### src/logic/wsw_pkg.sv
// Shared constants and types for the wireless module sleep and wake controller.
package wsw_pkg;

  // Core clock rate and the millisecond tick derived from it.
  localparam int CLK_HZ        = 100_000_000;
  localparam int MS_PER_S      = 1000;
  localparam int CYCLES_PER_MS = CLK_HZ / MS_PER_S;

  // Timer width; every programmed time is counted in milliseconds.
  localparam int TMR_W = 16;

  // Fixed check window after a cyclic wake, in milliseconds.
  localparam logic [15:0] CHECK_WINDOW_MS = 16'h001E;
  // Expected time to transmit after a deep pin wake, in milliseconds.
  localparam logic [15:0] REJOIN_READY_MS = 16'h00A0;

  // Number of configurable I/O lines and width of a function code.
  localparam int NUM_LINES = 13;
  localparam int FUNC_W    = 4;

  // Line indices of the pins whose function steers sleep behaviour.
  localparam logic [3:0] PIN12_LINE = 4'h7;
  localparam logic [3:0] PIN9_LINE  = 4'h8;
  localparam logic [3:0] PIN13_LINE = 4'h9;

  // Function codes of a pin selector; anything above the last is unsupported.
  localparam logic [3:0] FN_DISABLED = 4'h0;
  localparam logic [3:0] FN_PERIPH   = 4'h1;
  localparam logic [3:0] FN_ANALOG   = 4'h2;
  localparam logic [3:0] FN_MONITOR  = 4'h3;
  localparam logic [3:0] FN_OUT_LOW  = 4'h4;
  localparam logic [3:0] FN_OUT_HIGH = 4'h5;
  localparam logic [3:0] FN_EN485_LO = 4'h6;
  localparam logic [3:0] FN_EN485_HI = 4'h7;

  // Codes each line accepts, one bit per code, line 0 first.
  localparam logic [7:0] ALLOW_MASK [0:12] = '{
    8'h3D, 8'h3F, 8'h3F, 8'h3F, 8'h3F, 8'h3B, 8'h3B,
    8'hFB, 8'h3B, 8'h3B, 8'h3D, 8'h3D, 8'h3B};

  // Function of each line after reset: sleep request, flow control and indicator on.
  localparam logic [3:0] FUNC_RST [0:12] = '{
    4'h0, 4'h0, 4'h0, 4'h0, 4'h0, 4'h0, 4'h0,
    4'h1, 4'h1, 4'h1, 4'h0, 4'h0, 4'h0};

  // Reset values of the pull resistor enable mask and direction select.
  localparam logic [12:0] PULL_EN_RST  = 13'h1FFF;
  localparam logic [12:0] PULL_DIR_RST = 13'h1FFF;

  // Sleep sequencer states.
  typedef enum logic [2:0] {
    WSW_AWAKE,
    WSW_ASLEEP,
    WSW_CHECK,
    WSW_HOLD,
    WSW_JOIN
  } wsw_state_t;

endpackage : wsw_pkg

### src/logic/wsw_pin_cfg.sv
// Staged pin function selectors with apply, range check and pull resistor settings.
module wsw_pin_cfg #(
  parameter int LINES = wsw_pkg::NUM_LINES
) (
  input  wire logic                  clk,
  input  wire logic                  sys_rst,
  input  wire logic [3:0]            cfg_line,
  input  wire logic [3:0]            cfg_func,
  input  wire logic                  cfg_write,
  input  wire logic                  cfg_apply,
  input  wire logic [LINES-1:0]      pull_mask_in,
  input  wire logic                  pull_mask_write,
  input  wire logic [LINES-1:0]      pull_dir_in,
  input  wire logic                  pull_dir_write,
  output logic [LINES-1:0][3:0]      active_func,
  output logic                       cfg_reject,
  output logic [LINES-1:0]           pull_enable_mask,
  output logic [LINES-1:0]           pull_direction_select
);

  // Written values wait here until software applies them.
  logic [3:0] staged_r [0:LINES-1];

  // A code is accepted only for a real line, a supported value and a code that line allows.
  wire line_ok_w = cfg_line < 4'(LINES);
  wire code_ok_w = cfg_func <= wsw_pkg::FN_EN485_HI;
  wire allow_w   = line_ok_w && code_ok_w && wsw_pkg::ALLOW_MASK[cfg_line][cfg_func[2:0]];

  // A rejected write leaves the staged value alone and raises a one-cycle flag.
  always_ff @(posedge clk) begin
    if (sys_rst) begin
      cfg_reject <= 1'h0;
    end else begin
      cfg_reject <= cfg_write && !allow_w;
    end
  end

  // Staging and apply; new functions reach the pins only on apply.
  always_ff @(posedge clk) begin
    for (int i = 0; i < LINES; i++) begin
      if (sys_rst) begin
        staged_r[i]    <= wsw_pkg::FUNC_RST[i];
        active_func[i] <= wsw_pkg::FUNC_RST[i];
      end else begin
        if (cfg_write && allow_w && cfg_line == 4'(i)) begin
          staged_r[i] <= cfg_func;
        end
        if (cfg_apply) begin
          active_func[i] <= staged_r[i];
        end
      end
    end
  end

  // The enable mask is written as a whole word so every line changes together.
  always_ff @(posedge clk) begin
    if (sys_rst) begin
      pull_enable_mask      <= wsw_pkg::PULL_EN_RST;
      pull_direction_select <= wsw_pkg::PULL_DIR_RST;
    end else begin
      if (pull_mask_write) begin
        pull_enable_mask <= pull_mask_in;
      end
      if (pull_dir_write) begin
        pull_direction_select <= pull_dir_in;
      end
    end
  end

endmodule : wsw_pin_cfg

### src/logic/wsw_sleep_ctrl.sv
// Sleep and wake sequencer with wake delay, sampling and pin function control.
// What this block does
// - Associated pin sleep: flag pending data at beacons.
// - Host wakes device; device then delivers pending data.
// - Attention output asserted whenever data is available.
// - UART data accepted awake, sent at beacon, or at once in deep sleep.
// - SPI wake by select, or by request release alone if the sleep pin is on.
// - Cyclic wake opens a 30 ms check window.
// - Activity holds awake full wake time, no restart.
// - Deep pin sleep powers radio off, rejoins.
// - Prior association: ready 160 ms after wake.
// - Deep cyclic uses sleep, wake, association wait.
// - Association wait expiry sleeps, retries next wake.
// - Wake duration over interval plus one samples.
// - Serial output and sampling wait host delay.
// - Indicators and outputs change at once on wake.
// - Deep sleep samples need delay and association.
// - Pin function codes decoded, above seven unsupported.
// - Pin functions take effect only on apply.
// - Pull enable mask and direction select provided.
// - Awake indicator low asleep, high awake.
// - Flow control: clear-to-send high asleep, low awake.
module wsw_sleep_ctrl #(
  parameter int CYCLES_PER_MS = wsw_pkg::CYCLES_PER_MS
) (
  input  wire logic        CLK,
  input  wire logic        SYS_RST,
  input  wire logic        SLEEP_REQUEST_LINE,
  input  wire logic        SERIAL_SELECT_N,
  input  wire logic        SPI_MODE,
  input  wire logic        DEEP_SLEEP,
  input  wire logic        CYCLIC_SLEEP,
  input  wire logic [15:0] SLEEP_PERIOD,
  input  wire logic [15:0] WAKE_DURATION,
  input  wire logic [15:0] ASSOCIATION_WAIT,
  input  wire logic [15:0] SAMPLE_INTERVAL,
  input  wire logic [15:0] HOST_WAKE_DELAY,
  input  wire logic        BEACON_TICK,
  input  wire logic        RX_PENDING,
  input  wire logic        HOST_TRAFFIC,
  input  wire logic        ASSOCIATED,
  input  wire logic [3:0]  CFG_LINE,
  input  wire logic [3:0]  CFG_FUNC,
  input  wire logic        CFG_WRITE,
  input  wire logic        CFG_APPLY,
  input  wire logic [12:0] PULL_MASK_IN,
  input  wire logic        PULL_MASK_WRITE,
  input  wire logic [12:0] PULL_DIR_IN,
  input  wire logic        PULL_DIR_WRITE,
  output logic             AWAKE_INDICATOR_PIN,
  output logic             CLEAR_TO_SEND_N,
  output logic             ATTENTION_OUT_N,
  output logic             RADIO_POWER,
  output logic             ASSOC_START,
  output logic             TX_READY,
  output logic             SERIAL_OUT_EN,
  output logic             DELIVER_EN,
  output logic             DATA_ACCEPT,
  output logic             TX_RELEASE,
  output logic             SAMPLE_STROBE,
  output logic [3:0]       PIN9_FUNCTION,
  output logic [3:0]       PIN12_FUNCTION,
  output logic [12:0]      PULL_ENABLE_MASK,
  output logic [12:0]      PULL_DIRECTION_SELECT,
  output logic             CFG_REJECT
);

  localparam int DIV_W = $clog2(CYCLES_PER_MS);

  // True once a millisecond count has reached its programmed limit.
  function automatic logic reached(input logic [15:0] cnt, input logic [15:0] lim);
    return cnt >= lim;
  endfunction : reached

  // Saturating millisecond increment so a long stay never wraps to zero.
  function automatic logic [15:0] bump(input logic [15:0] cnt);
    return (cnt == 16'hFFFF) ? cnt : cnt + 16'h0001;
  endfunction : bump

  logic [12:0][3:0]    func_w;      // Applied function of every line.
  logic [2:0]          req_sync_r;  // Sleep request synchroniser stages.
  logic [2:0]          sel_sync_r;  // Select synchroniser stages.
  logic                req_r;       // Filtered sleep request level.
  logic                sel_n_r;     // Filtered select level, low active.
  logic [DIV_W-1:0]    div_r;       // Millisecond divider.
  logic                tick_r;      // One-cycle millisecond enable.
  wsw_pkg::wsw_state_t state_r;     // Current sequencer state.
  wsw_pkg::wsw_state_t state_nxt;   // Next sequencer state.
  logic [15:0]         ms_cnt_r;    // Time spent in the current state.
  logic [15:0]         wk_cnt_r;    // Wake time, from check start or association.
  logic [15:0]         wh_cnt_r;    // Time since the last wake.
  logic [15:0]         rdy_cnt_r;   // Time since a deep wake.
  logic [15:0]         smp_tmr_r;   // Time since the last sample.
  logic [16:0]         smp_cnt_r;   // Samples taken in this wake.
  logic                pend_r;      // Data flagged at a beacon while asleep.
  logic                txq_r;       // Host data queued for the next beacon.
  logic                was_assoc_r; // Association held when sleep began.

  // Line functions come from the staged configuration block.
  wsw_pin_cfg #(
    .LINES (wsw_pkg::NUM_LINES)
  ) u_pin_cfg (
    .clk                   (CLK),
    .sys_rst               (SYS_RST),
    .cfg_line              (CFG_LINE),
    .cfg_func              (CFG_FUNC),
    .cfg_write             (CFG_WRITE),
    .cfg_apply             (CFG_APPLY),
    .pull_mask_in          (PULL_MASK_IN),
    .pull_mask_write       (PULL_MASK_WRITE),
    .pull_dir_in           (PULL_DIR_IN),
    .pull_dir_write        (PULL_DIR_WRITE),
    .active_func           (func_w),
    .cfg_reject            (CFG_REJECT),
    .pull_enable_mask      (PULL_ENABLE_MASK),
    .pull_direction_select (PULL_DIRECTION_SELECT)
  );

  // Peripheral code on a pin turns on its sleep-related role.
  wire sleep_pin_en_w = func_w[wsw_pkg::PIN9_LINE] == wsw_pkg::FN_PERIPH;
  wire flow_en_w      = func_w[wsw_pkg::PIN12_LINE] == wsw_pkg::FN_PERIPH;
  wire ind_en_w       = func_w[wsw_pkg::PIN13_LINE] == wsw_pkg::FN_PERIPH;
  wire use_sel_w      = SPI_MODE && !sleep_pin_en_w;

  // Request high sleeps; select negated sleeps when select owns sleep.
  wire host_sleep_w = use_sel_w ? sel_n_r : (sleep_pin_en_w && req_r);
  wire host_wake_w  = !host_sleep_w;

  // Sequencer timing decisions.
  wire sp_done_w    = tick_r && reached(ms_cnt_r, SLEEP_PERIOD);
  wire check_done_w = tick_r && reached(ms_cnt_r, wsw_pkg::CHECK_WINDOW_MS);
  wire st_done_w    = reached(wk_cnt_r, WAKE_DURATION);
  wire sa_done_w    = tick_r && reached(ms_cnt_r, ASSOCIATION_WAIT);
  wire activity_w   = HOST_TRAFFIC || RX_PENDING;
  // First state of a timed wake; it must carry the enum type, since a plain net is one bit.
  wsw_pkg::wsw_state_t wake_state_w;
  assign wake_state_w = DEEP_SLEEP ? wsw_pkg::WSW_JOIN : wsw_pkg::WSW_CHECK;

  // Pins from outside pass three flops; a change counts when stages two and three agree.
  always_ff @(posedge CLK) begin
    if (SYS_RST) begin
      req_sync_r <= 3'h0;
      sel_sync_r <= 3'h7;
      req_r      <= 1'h0;
      sel_n_r    <= 1'h1;
    end else begin
      req_sync_r <= {req_sync_r[1:0], SLEEP_REQUEST_LINE};
      sel_sync_r <= {sel_sync_r[1:0], SERIAL_SELECT_N};
      if (req_sync_r[1] == req_sync_r[2]) begin
        req_r <= req_sync_r[2];
      end
      if (sel_sync_r[1] == sel_sync_r[2]) begin
        sel_n_r <= sel_sync_r[2];
      end
    end
  end

  // Millisecond enable; every programmed time is counted in these ticks.
  always_ff @(posedge CLK) begin
    if (SYS_RST) begin
      div_r  <= '0;
      tick_r <= 1'h0;
    end else begin
      tick_r <= div_r == DIV_W'(CYCLES_PER_MS - 1);
      div_r  <= (div_r == DIV_W'(CYCLES_PER_MS - 1)) ? '0 : div_r + DIV_W'(1);
    end
  end

  // Next state; pin modes follow the host, cyclic modes follow the timers.
  always_comb begin
    state_nxt = state_r;
    unique case (state_r)
      wsw_pkg::WSW_AWAKE: begin
        if (CYCLIC_SLEEP) begin
          state_nxt = wake_state_w;
        end else if (host_sleep_w) begin
          state_nxt = wsw_pkg::WSW_ASLEEP;
        end
      end
      wsw_pkg::WSW_ASLEEP: begin
        if (!CYCLIC_SLEEP && host_wake_w) begin
          state_nxt = wsw_pkg::WSW_AWAKE;
        end else if (CYCLIC_SLEEP && sp_done_w) begin
          state_nxt = wake_state_w;
        end
      end
      wsw_pkg::WSW_CHECK: begin
        if (!CYCLIC_SLEEP) begin
          state_nxt = wsw_pkg::WSW_AWAKE;
        end else if (activity_w) begin
          state_nxt = wsw_pkg::WSW_HOLD;
        end else if (check_done_w) begin
          state_nxt = wsw_pkg::WSW_ASLEEP;
        end
      end
      wsw_pkg::WSW_HOLD: begin
        if (!CYCLIC_SLEEP) begin
          state_nxt = wsw_pkg::WSW_AWAKE;
        end else if (st_done_w) begin
          state_nxt = wsw_pkg::WSW_ASLEEP;
        end
      end
      wsw_pkg::WSW_JOIN: begin
        if (!CYCLIC_SLEEP) begin
          state_nxt = wsw_pkg::WSW_AWAKE;
        end else if (ASSOCIATED) begin
          state_nxt = wsw_pkg::WSW_HOLD;
        end else if (sa_done_w) begin
          state_nxt = wsw_pkg::WSW_ASLEEP;
        end
      end
    endcase
  end

  // Awake and wake-edge terms look at the next state so outputs move on the wake edge.
  wire awake_w    = state_nxt != wsw_pkg::WSW_ASLEEP;
  wire woke_w     = awake_w && state_r == wsw_pkg::WSW_ASLEEP;
  wire fell_w     = !awake_w && state_r != wsw_pkg::WSW_ASLEEP;
  wire wh_done_w  = !woke_w && reached(wh_cnt_r, HOST_WAKE_DELAY);
  wire data_av_w  = pend_r || (awake_w && RX_PENDING);
  wire accept_w   = awake_w && (!SPI_MODE || !sel_n_r);
  wire smp_ok_w   = awake_w && wh_done_w && (!DEEP_SLEEP || ASSOCIATED);
  wire [16:0] smp_lim_w = {1'h0, WAKE_DURATION / SAMPLE_INTERVAL} + 17'h0_0001;
  wire smp_due_w  = smp_cnt_r == 17'h0_0000 || reached(smp_tmr_r, SAMPLE_INTERVAL);
  wire smp_go_w   = smp_ok_w && SAMPLE_INTERVAL != 16'h0000 && smp_cnt_r < smp_lim_w && smp_due_w;
  // A window entered from a steady wake also starts the wake timer, or a stale count cuts it short.
  wire check_start_w = state_nxt == wsw_pkg::WSW_CHECK && state_r != wsw_pkg::WSW_CHECK;
  wire join_done_w   = state_r == wsw_pkg::WSW_JOIN && state_nxt == wsw_pkg::WSW_HOLD;

  // State register and state-relative timers.
  always_ff @(posedge CLK) begin
    if (SYS_RST) begin
      state_r  <= wsw_pkg::WSW_AWAKE;
      ms_cnt_r <= 16'h0000;
    end else begin
      state_r  <= state_nxt;
      if (state_nxt != state_r) begin
        ms_cnt_r <= 16'h0000;
      end else if (tick_r) begin
        ms_cnt_r <= bump(ms_cnt_r);
      end
    end
  end

  // Wake timer starts with the check window or with association and is never restarted.
  always_ff @(posedge CLK) begin
    if (SYS_RST) begin
      wk_cnt_r <= 16'h0000;
    end else if (woke_w || check_start_w || join_done_w) begin
      wk_cnt_r <= 16'h0000;
    end else if (tick_r) begin
      wk_cnt_r <= bump(wk_cnt_r);
    end
  end

  // Timers measured from the wake edge: host delay and deep rejoin readiness.
  always_ff @(posedge CLK) begin
    if (SYS_RST) begin
      wh_cnt_r  <= 16'h0000;
      rdy_cnt_r <= 16'h0000;
    end else if (woke_w) begin
      wh_cnt_r  <= 16'h0000;
      rdy_cnt_r <= 16'h0000;
    end else if (tick_r) begin
      wh_cnt_r  <= bump(wh_cnt_r);
      rdy_cnt_r <= bump(rdy_cnt_r);
    end
  end

  // Sample pacing: one at once, then one per interval, up to the wake quota.
  always_ff @(posedge CLK) begin
    if (SYS_RST || woke_w) begin
      smp_cnt_r <= 17'h0_0000;
      smp_tmr_r <= 16'h0000;
    end else if (smp_go_w) begin
      smp_cnt_r <= smp_cnt_r + 17'h0_0001;
      smp_tmr_r <= 16'h0000;
    end else if (tick_r) begin
      smp_tmr_r <= bump(smp_tmr_r);
    end
  end

  // Pending and queued flags; a new event wins over a clear in the same cycle.
  always_ff @(posedge CLK) begin
    if (SYS_RST) begin
      pend_r      <= 1'h0;
      txq_r       <= 1'h0;
      was_assoc_r <= 1'h0;
    end else begin
      if (!DEEP_SLEEP && state_r == wsw_pkg::WSW_ASLEEP && BEACON_TICK && RX_PENDING) begin
        pend_r <= 1'h1;
      end else if (DELIVER_EN) begin
        pend_r <= 1'h0;
      end
      if (accept_w && HOST_TRAFFIC) begin
        txq_r <= 1'h1;
      end else if (TX_RELEASE) begin
        txq_r <= 1'h0;
      end
      if (fell_w) begin
        was_assoc_r <= ASSOCIATED;
      end
    end
  end

  // Indicator outputs follow the next state so they change on the wake edge itself.
  always_ff @(posedge CLK) begin
    if (SYS_RST) begin
      AWAKE_INDICATOR_PIN <= 1'h0;
      CLEAR_TO_SEND_N     <= 1'h1;
      ATTENTION_OUT_N     <= 1'h1;
      RADIO_POWER         <= 1'h1;
      ASSOC_START         <= 1'h0;
    end else begin
      AWAKE_INDICATOR_PIN <= ind_en_w && awake_w;
      CLEAR_TO_SEND_N     <= !(flow_en_w && awake_w);
      ATTENTION_OUT_N     <= !data_av_w;
      RADIO_POWER         <= !(DEEP_SLEEP && !awake_w);
      ASSOC_START         <= DEEP_SLEEP && woke_w;
    end
  end

  // Data path gates: serial output waits for the host delay, transmit waits for a beacon except in deep sleep.
  always_ff @(posedge CLK) begin
    if (SYS_RST) begin
      SERIAL_OUT_EN <= 1'h0;
      DELIVER_EN    <= 1'h0;
      DATA_ACCEPT   <= 1'h0;
      TX_RELEASE    <= 1'h0;
      TX_READY      <= 1'h0;
      SAMPLE_STROBE <= 1'h0;
    end else begin
      SERIAL_OUT_EN <= awake_w && wh_done_w;
      DELIVER_EN    <= awake_w && wh_done_w && data_av_w && (!SPI_MODE || !sel_n_r);
      DATA_ACCEPT   <= accept_w;
      TX_RELEASE    <= txq_r && !TX_RELEASE && (DEEP_SLEEP || BEACON_TICK);
      TX_READY      <= awake_w && (!DEEP_SLEEP || ASSOCIATED ||
                       (was_assoc_r && reached(rdy_cnt_r, wsw_pkg::REJOIN_READY_MS)));
      SAMPLE_STROBE <= smp_go_w;
    end
  end

  // Pin function views for pins 9 and 12, which carry sleep roles.
  assign PIN9_FUNCTION  = func_w[wsw_pkg::PIN9_LINE];
  assign PIN12_FUNCTION = func_w[wsw_pkg::PIN12_LINE];

  // Checks kept beside the logic they guard.
  a_cts_high_asleep: assert property (@(posedge CLK) disable iff (SYS_RST)
    (state_r == wsw_pkg::WSW_ASLEEP && $past(flow_en_w)) |-> CLEAR_TO_SEND_N)
    else $error("clear-to-send low while asleep");
  a_awake_ind_high: assert property (@(posedge CLK) disable iff (SYS_RST)
    (!$past(SYS_RST) && state_r != wsw_pkg::WSW_ASLEEP && $past(ind_en_w))
    |-> AWAKE_INDICATOR_PIN)
    else $error("awake indicator low while awake");
  a_radio_off_deep: assert property (@(posedge CLK) disable iff (SYS_RST)
    (state_r == wsw_pkg::WSW_ASLEEP && $past(DEEP_SLEEP)) |-> !RADIO_POWER)
    else $error("radio powered in deep sleep");
  a_check_window_len: assert property (@(posedge CLK) disable iff (SYS_RST)
    state_r == wsw_pkg::WSW_CHECK |-> ms_cnt_r <= wsw_pkg::CHECK_WINDOW_MS)
    else $error("check window overran");
  a_hold_no_restart: assert property (@(posedge CLK) disable iff (SYS_RST)
    (state_r == wsw_pkg::WSW_HOLD && $past(state_r) == wsw_pkg::WSW_HOLD)
    |-> wk_cnt_r >= $past(wk_cnt_r))
    else $error("wake timer restarted");
  a_join_gives_up: assert property (@(posedge CLK) disable iff (SYS_RST)
    (state_r == wsw_pkg::WSW_JOIN && CYCLIC_SLEEP && !ASSOCIATED && sa_done_w)
    |=> state_r == wsw_pkg::WSW_ASLEEP)
    else $error("association wait did not end in sleep");
  a_serial_waits: assert property (@(posedge CLK) disable iff (SYS_RST)
    (woke_w && HOST_WAKE_DELAY != 16'h0000) |=> !SERIAL_OUT_EN ##1 !SERIAL_OUT_EN)
    else $error("serial output before host delay");
  a_deep_sample: assert property (@(posedge CLK) disable iff (SYS_RST)
    (SAMPLE_STROBE && $past(DEEP_SLEEP)) |-> $past(ASSOCIATED))
    else $error("deep sample before association");
  a_sample_quota: assert property (@(posedge CLK) disable iff (SYS_RST)
    SAMPLE_STROBE |-> smp_cnt_r <= $past(smp_lim_w))
    else $error("too many samples in one wake");
  a_tx_at_beacon: assert property (@(posedge CLK) disable iff (SYS_RST)
    (TX_RELEASE && !$past(DEEP_SLEEP)) |-> $past(BEACON_TICK))
    else $error("queued data released off beacon");

endmodule : wsw_sleep_ctrl

### config.mk
export PLATFORM = sky130hd
export DESIGN_NAME = wsw_sleep_ctrl
export DESIGN_NICKNAME = d
export VERILOG_FILES = /design/src/logic/wsw_pkg.sv /design/src/logic/wsw_pin_cfg.sv /design/src/logic/wsw_sleep_ctrl.sv
export SDC_FILE = /design/constraint.sdc
export NUM_CORES = 1
export LEC_CHECK = 0
export BUFFER_PORTS_ARGS = -buffer_cell sky130_fd_sc_hd__buf_2
export CAP_MARGIN = 20
export CORE_AREA = 2 2 182 184
export CTS_BUF_LIST = sky130_fd_sc_hd__clkbuf_4
export CTS_CLUSTER_SIZE = 40
export DETAILED_ROUTE_END_ITERATION = 6
export DIE_AREA = 0 0 184 186
export GPL_TIMING_DRIVEN = 0
export HOLD_SLACK_MARGIN = 0.05
export PLACE_DENSITY = 0.75
export RECOVER_POWER = 100
export SYNTH_ARGS = -nofsm -noshare
export SYNTH_HDL_FRONTEND = slang
export SYNTH_SLANG_ARGS = --single-unit
### constraint.sdc
create_clock -name CLK -period 35.7 [get_ports CLK]
set_input_delay 1.785 -clock CLK [delete_from_list [all_inputs] [get_ports CLK]]
set_output_delay 1.785 -clock CLK [all_outputs]
set_load 0.005 [all_outputs]
==> qor.txt <==
Syn Std Cell Area: 17,600 µm²
GRT Util Overall: 26.8%
Largest area contributor in the netlist: dfxtp_1
WHS: 0.443 ns
Yosys warns: 0
Clk_skew: 0.0386 ns
Port bufs: 169
Tcrit/Tclk final: 94.0%
Total CTS buffers: 17
Skew-Pair Late Insertion Delay: 0.62 ns
Cell mode on critical path: ha_1
Critical path required time: 36.20 ns
Critical path arrival: 34.07 ns
Worst-path clk slew: 0.19 ns
Post-Synthesis Cells: 2,232
Worst R2R Path Depth: 13
Share of cells above drive strength 1: 11.7%
First-pass GRT wire length: 75,300 µm
FMAX: 29.8 MHz
Rows: 66
Avg WL per Cell: 16.2 µm
Synth area leaders: dfxtp_1 (20%), ha_1 (17%), nor2_1 (5.0%)
Unique masters post-synth: 96
Core Region: 32,200 µm²
Initial Util: 54.7%
Total Power: 568 µW
Clock Sinks: 191
Initial DRC count: 982
Pwr dens: 29.2 nW/µm²
Hold Path Class: flip-flop to flip-flop
Chip Width: 184 µm
H-tree Lvls: 4
Initial antenna violation count: 1
Worst slew margin: -9.22%
Die Height: 186 µm
Post-synth top area share: 20.3%
Boundary pin count: 175
CP Launch Type: input pin
Congestion Overflow GR: 0
Drt pass-1 iters: 7
Flops & latches, synth: 191
CTS tree: done
GPL Wtd Cong: 0.940
Tmin final: 33.57 ns
DP Worst Slack: -1.93 ns
Post-DRT Antenna Nets: 0
Util after Layout: 60.3%
R2r setup slk: 30.06 ns
DRC violations left: 0
DR vias: 16,684
Crit path max fanout: 10
CP Class: input pin to flip-flop
Hold Crit Start: sel_sync_r[0]$_SDFF_PP1_
Post-route worst setup slack: 2.13 ns
Failing checks: capacitance limit, slew limit
Critical R2R Capture: smp_cnt_r[0]$_SDFFE_PP0P_
Pleak: 8.80 nW
Min-Delay Endpoint: sel_sync_r[1]$_SDFF_PP1_
Ys async rst share: 0%
Largest net degree at the start of global routing: 24
Hold path depth: 1
Fill cells: 2,977
EDFF count, synth: 12
Worst vdd ir: 20.8 µV
Crit-path slowest cell: or4_4
Slew Viols, Final: 5
Setup TNS Final: 0 ns
Post-Syn Area per Cell: 7.89 µm²
Number of global-route vias before repair: 15,829
Least-Margin Pin Slew: 1.60 ns
Fin nets: 2,796
Setup crit end kind: flip-flop
Hold Vio Cnt, Final: 0
FF-to-FF Start: ms_cnt_r[2]$_SDFFE_PP0P_
Post-Route WL: 46,100 µm
Max Cap Viol: 1
Synth-to-Final Area Change: 10.2%
Critical path's largest stage delay: 0.62 ns
CTS Buffer Depth: 2
Ys flop type: dfxtp_1
Vias per cell: 5.86
Root buffer selected by CTS: clkbuf_4
Status: finished, violations left
RSZ-0062 raised after global routing: false
Setup Viol. Count Final: 0
Die area: 34,200 µm²
Post-synthesis sequential area ratio: 22.4%
Dpl hpwl: 36,800 µm
[critical path: cells and delay by family]
| family | cells | cell delay, ns |
|---|---|---|
| muxes | 3 | 1.17 |
| adders and majority gates | 17 | 5.09 |
| and+or+nand+nor | 29 | 6.85 |
| AOI/OAI and AO/OA | 68 | 15.58 |
| buffers and inverters | 17 | 3.31 |
| xor gates and xnor gates | 1 | 0.18 |
[registers in the layout, indices dropped and copies added, names as in the netlist, 3 cells and up]
signal and flops:
smp_tmr_r 16, u_pin_cfg.pull_direction_select 13, sel_sync_r 3, req_sync_r 3, div_r 17, state_r 3
u_pin_cfg.staged_r 12, u_pin_cfg.pull_enable_mask 13, rdy_cnt_r 16, wk_cnt_r 16, smp_cnt_r 17, ms_cnt_r 16
u_pin_cfg.active_func 12, wh_cnt_r 16
[cells in the mapped netlist (6+ instances only)]
| master | number |
|---|---|
| or2_2 | 13 |
| nor4_1 | 20 |
| mux2i_1 | 52 |
| ha_1 | 244 |
| and4_1 | 13 |
| nor2b_1 | 21 |
| and3_1 | 37 |
| a21oi_1 | 110 |
| o31a_1 | 10 |
| o211a_1 | 7 |
| nand2b_1 | 19 |
| xnor2_1 | 86 |
| clkbuf_1 | 52 |
| o21a_1 | 32 |
| nand3b_1 | 7 |
| o21ai_0 | 89 |
| o31ai_1 | 13 |
| a21o_1 | 44 |
| a31o_2 | 8 |
| o211ai_1 | 20 |
| inv_1 | 134 |
| dfxtp_1 | 179 |
| or3_1 | 28 |
| a21boi_0 | 6 |
| xor2_1 | 99 |
| edfxtp_1 | 12 |
| a31oi_1 | 27 |
| a211oi_1 | 22 |
| and2_1 | 21 |
| nand3_1 | 107 |
| o21bai_1 | 7 |
| buf_2 | 10 |
| nand4_1 | 36 |
| mux2_2 | 23 |
| nand2_1 | 206 |
| nor3_1 | 58 |
| buf_4 | 11 |
| o21ai_1 | 6 |
| nor2_1 | 237 |
[routing by layer]
metal	routed length [µm]	track usage, %
met5	0	0
met4	1150	8.64
met3	2610	4.50
met2	21700	46.3
met1	20600	34.1
[where the power goes]
part / switching (mW) / leakage [nW] / internal [mW]
Clock: 0.0938 / 0.177 / 0.0371
Combinational: 0.123 / 7.05 / 0.0894
Sequential: 0.00270 / 1.57 / 0.221
[through the flow]
stage,instances,area [µm²]
2_1_floorplan,2234,17600
3_3_place_gp,2811,19000
3_5_place_dp,2812,19000
4_1_cts,2844,19400
5_1_grt,2845,19400
6_report,2845,19400
[cell usage in the layout, fill, tap and decap left out, types with 37 or more instances in the layout]
master	count
and3_1	37
nand2_1	206
dfxtp_1	179
mux2i_1	52
ha_1	244
a21oi_1	108
xnor2_1	86
buf_2	143
inv_1	134
clkbuf_1	80
nor3_1	56
nor2_1	237
a21o_1	43
nand3_1	107
o21ai_0	89
xor2_1	99
[cell type report]
class                      count  area (µm²)  area share [%]
clock inverter                15         215            1.11
clock buffer                  17         128           0.657
sequential                   191        3940            20.3
antenna                        1        2.50          0.0129
buffer                        79         375            1.93
timing repair buffer         171         816            4.20
tap                          408         510            2.63
inverter                     136         510            2.63
multi-input combinational   1827       12900            66.5
[what timing repair did]
item	in CTS	in global routing
endpoints found under the setup margin	34	34
gates cloned	0	0
hold buffers	0	0
endpoints found under the hold margin	0	0
resized for setup	8	34
pin swaps	0	1
setup buffers	0	1
[kinds of logic (layout without fill, tap and decap cells)]
family          after synthesis  count (layout)  share of synthesized area [%]
compound gates              470             470                           18.1
mux                          77              77                           4.59
buf+inv                     216             418                           4.99
fa+ha+maj                   244             244                           17.3
xor+xnor                    185             185                           9.20
flops                       191             191                           22.4
simple gates                848             848                           23.4
other cells                   1               4                         0.0213
[how the worst max path moves through the flow]
stage	startpoint	end
2_1_floorplan	SAMPLE_INTERVAL[12]	smp_cnt_r[14]$_SDFFE_PP0P_
6_report	SAMPLE_INTERVAL[7]	smp_cnt_r[14]$_SDFFE_PP0P_
3_3_place_gp	SAMPLE_INTERVAL[12]	smp_tmr_r[15]$_SDFFE_PP0P_
5_1_grt	SAMPLE_INTERVAL[7]	smp_tmr_r[13]$_SDFFE_PP0P_
3_5_place_dp	SAMPLE_INTERVAL[12]	smp_tmr_r[9]$_SDFFE_PP0P_
4_1_cts	SAMPLE_INTERVAL[12]	smp_tmr_r[13]$_SDFFE_PP0P_
No activity file was read; power rests on OpenSTA's default activity.
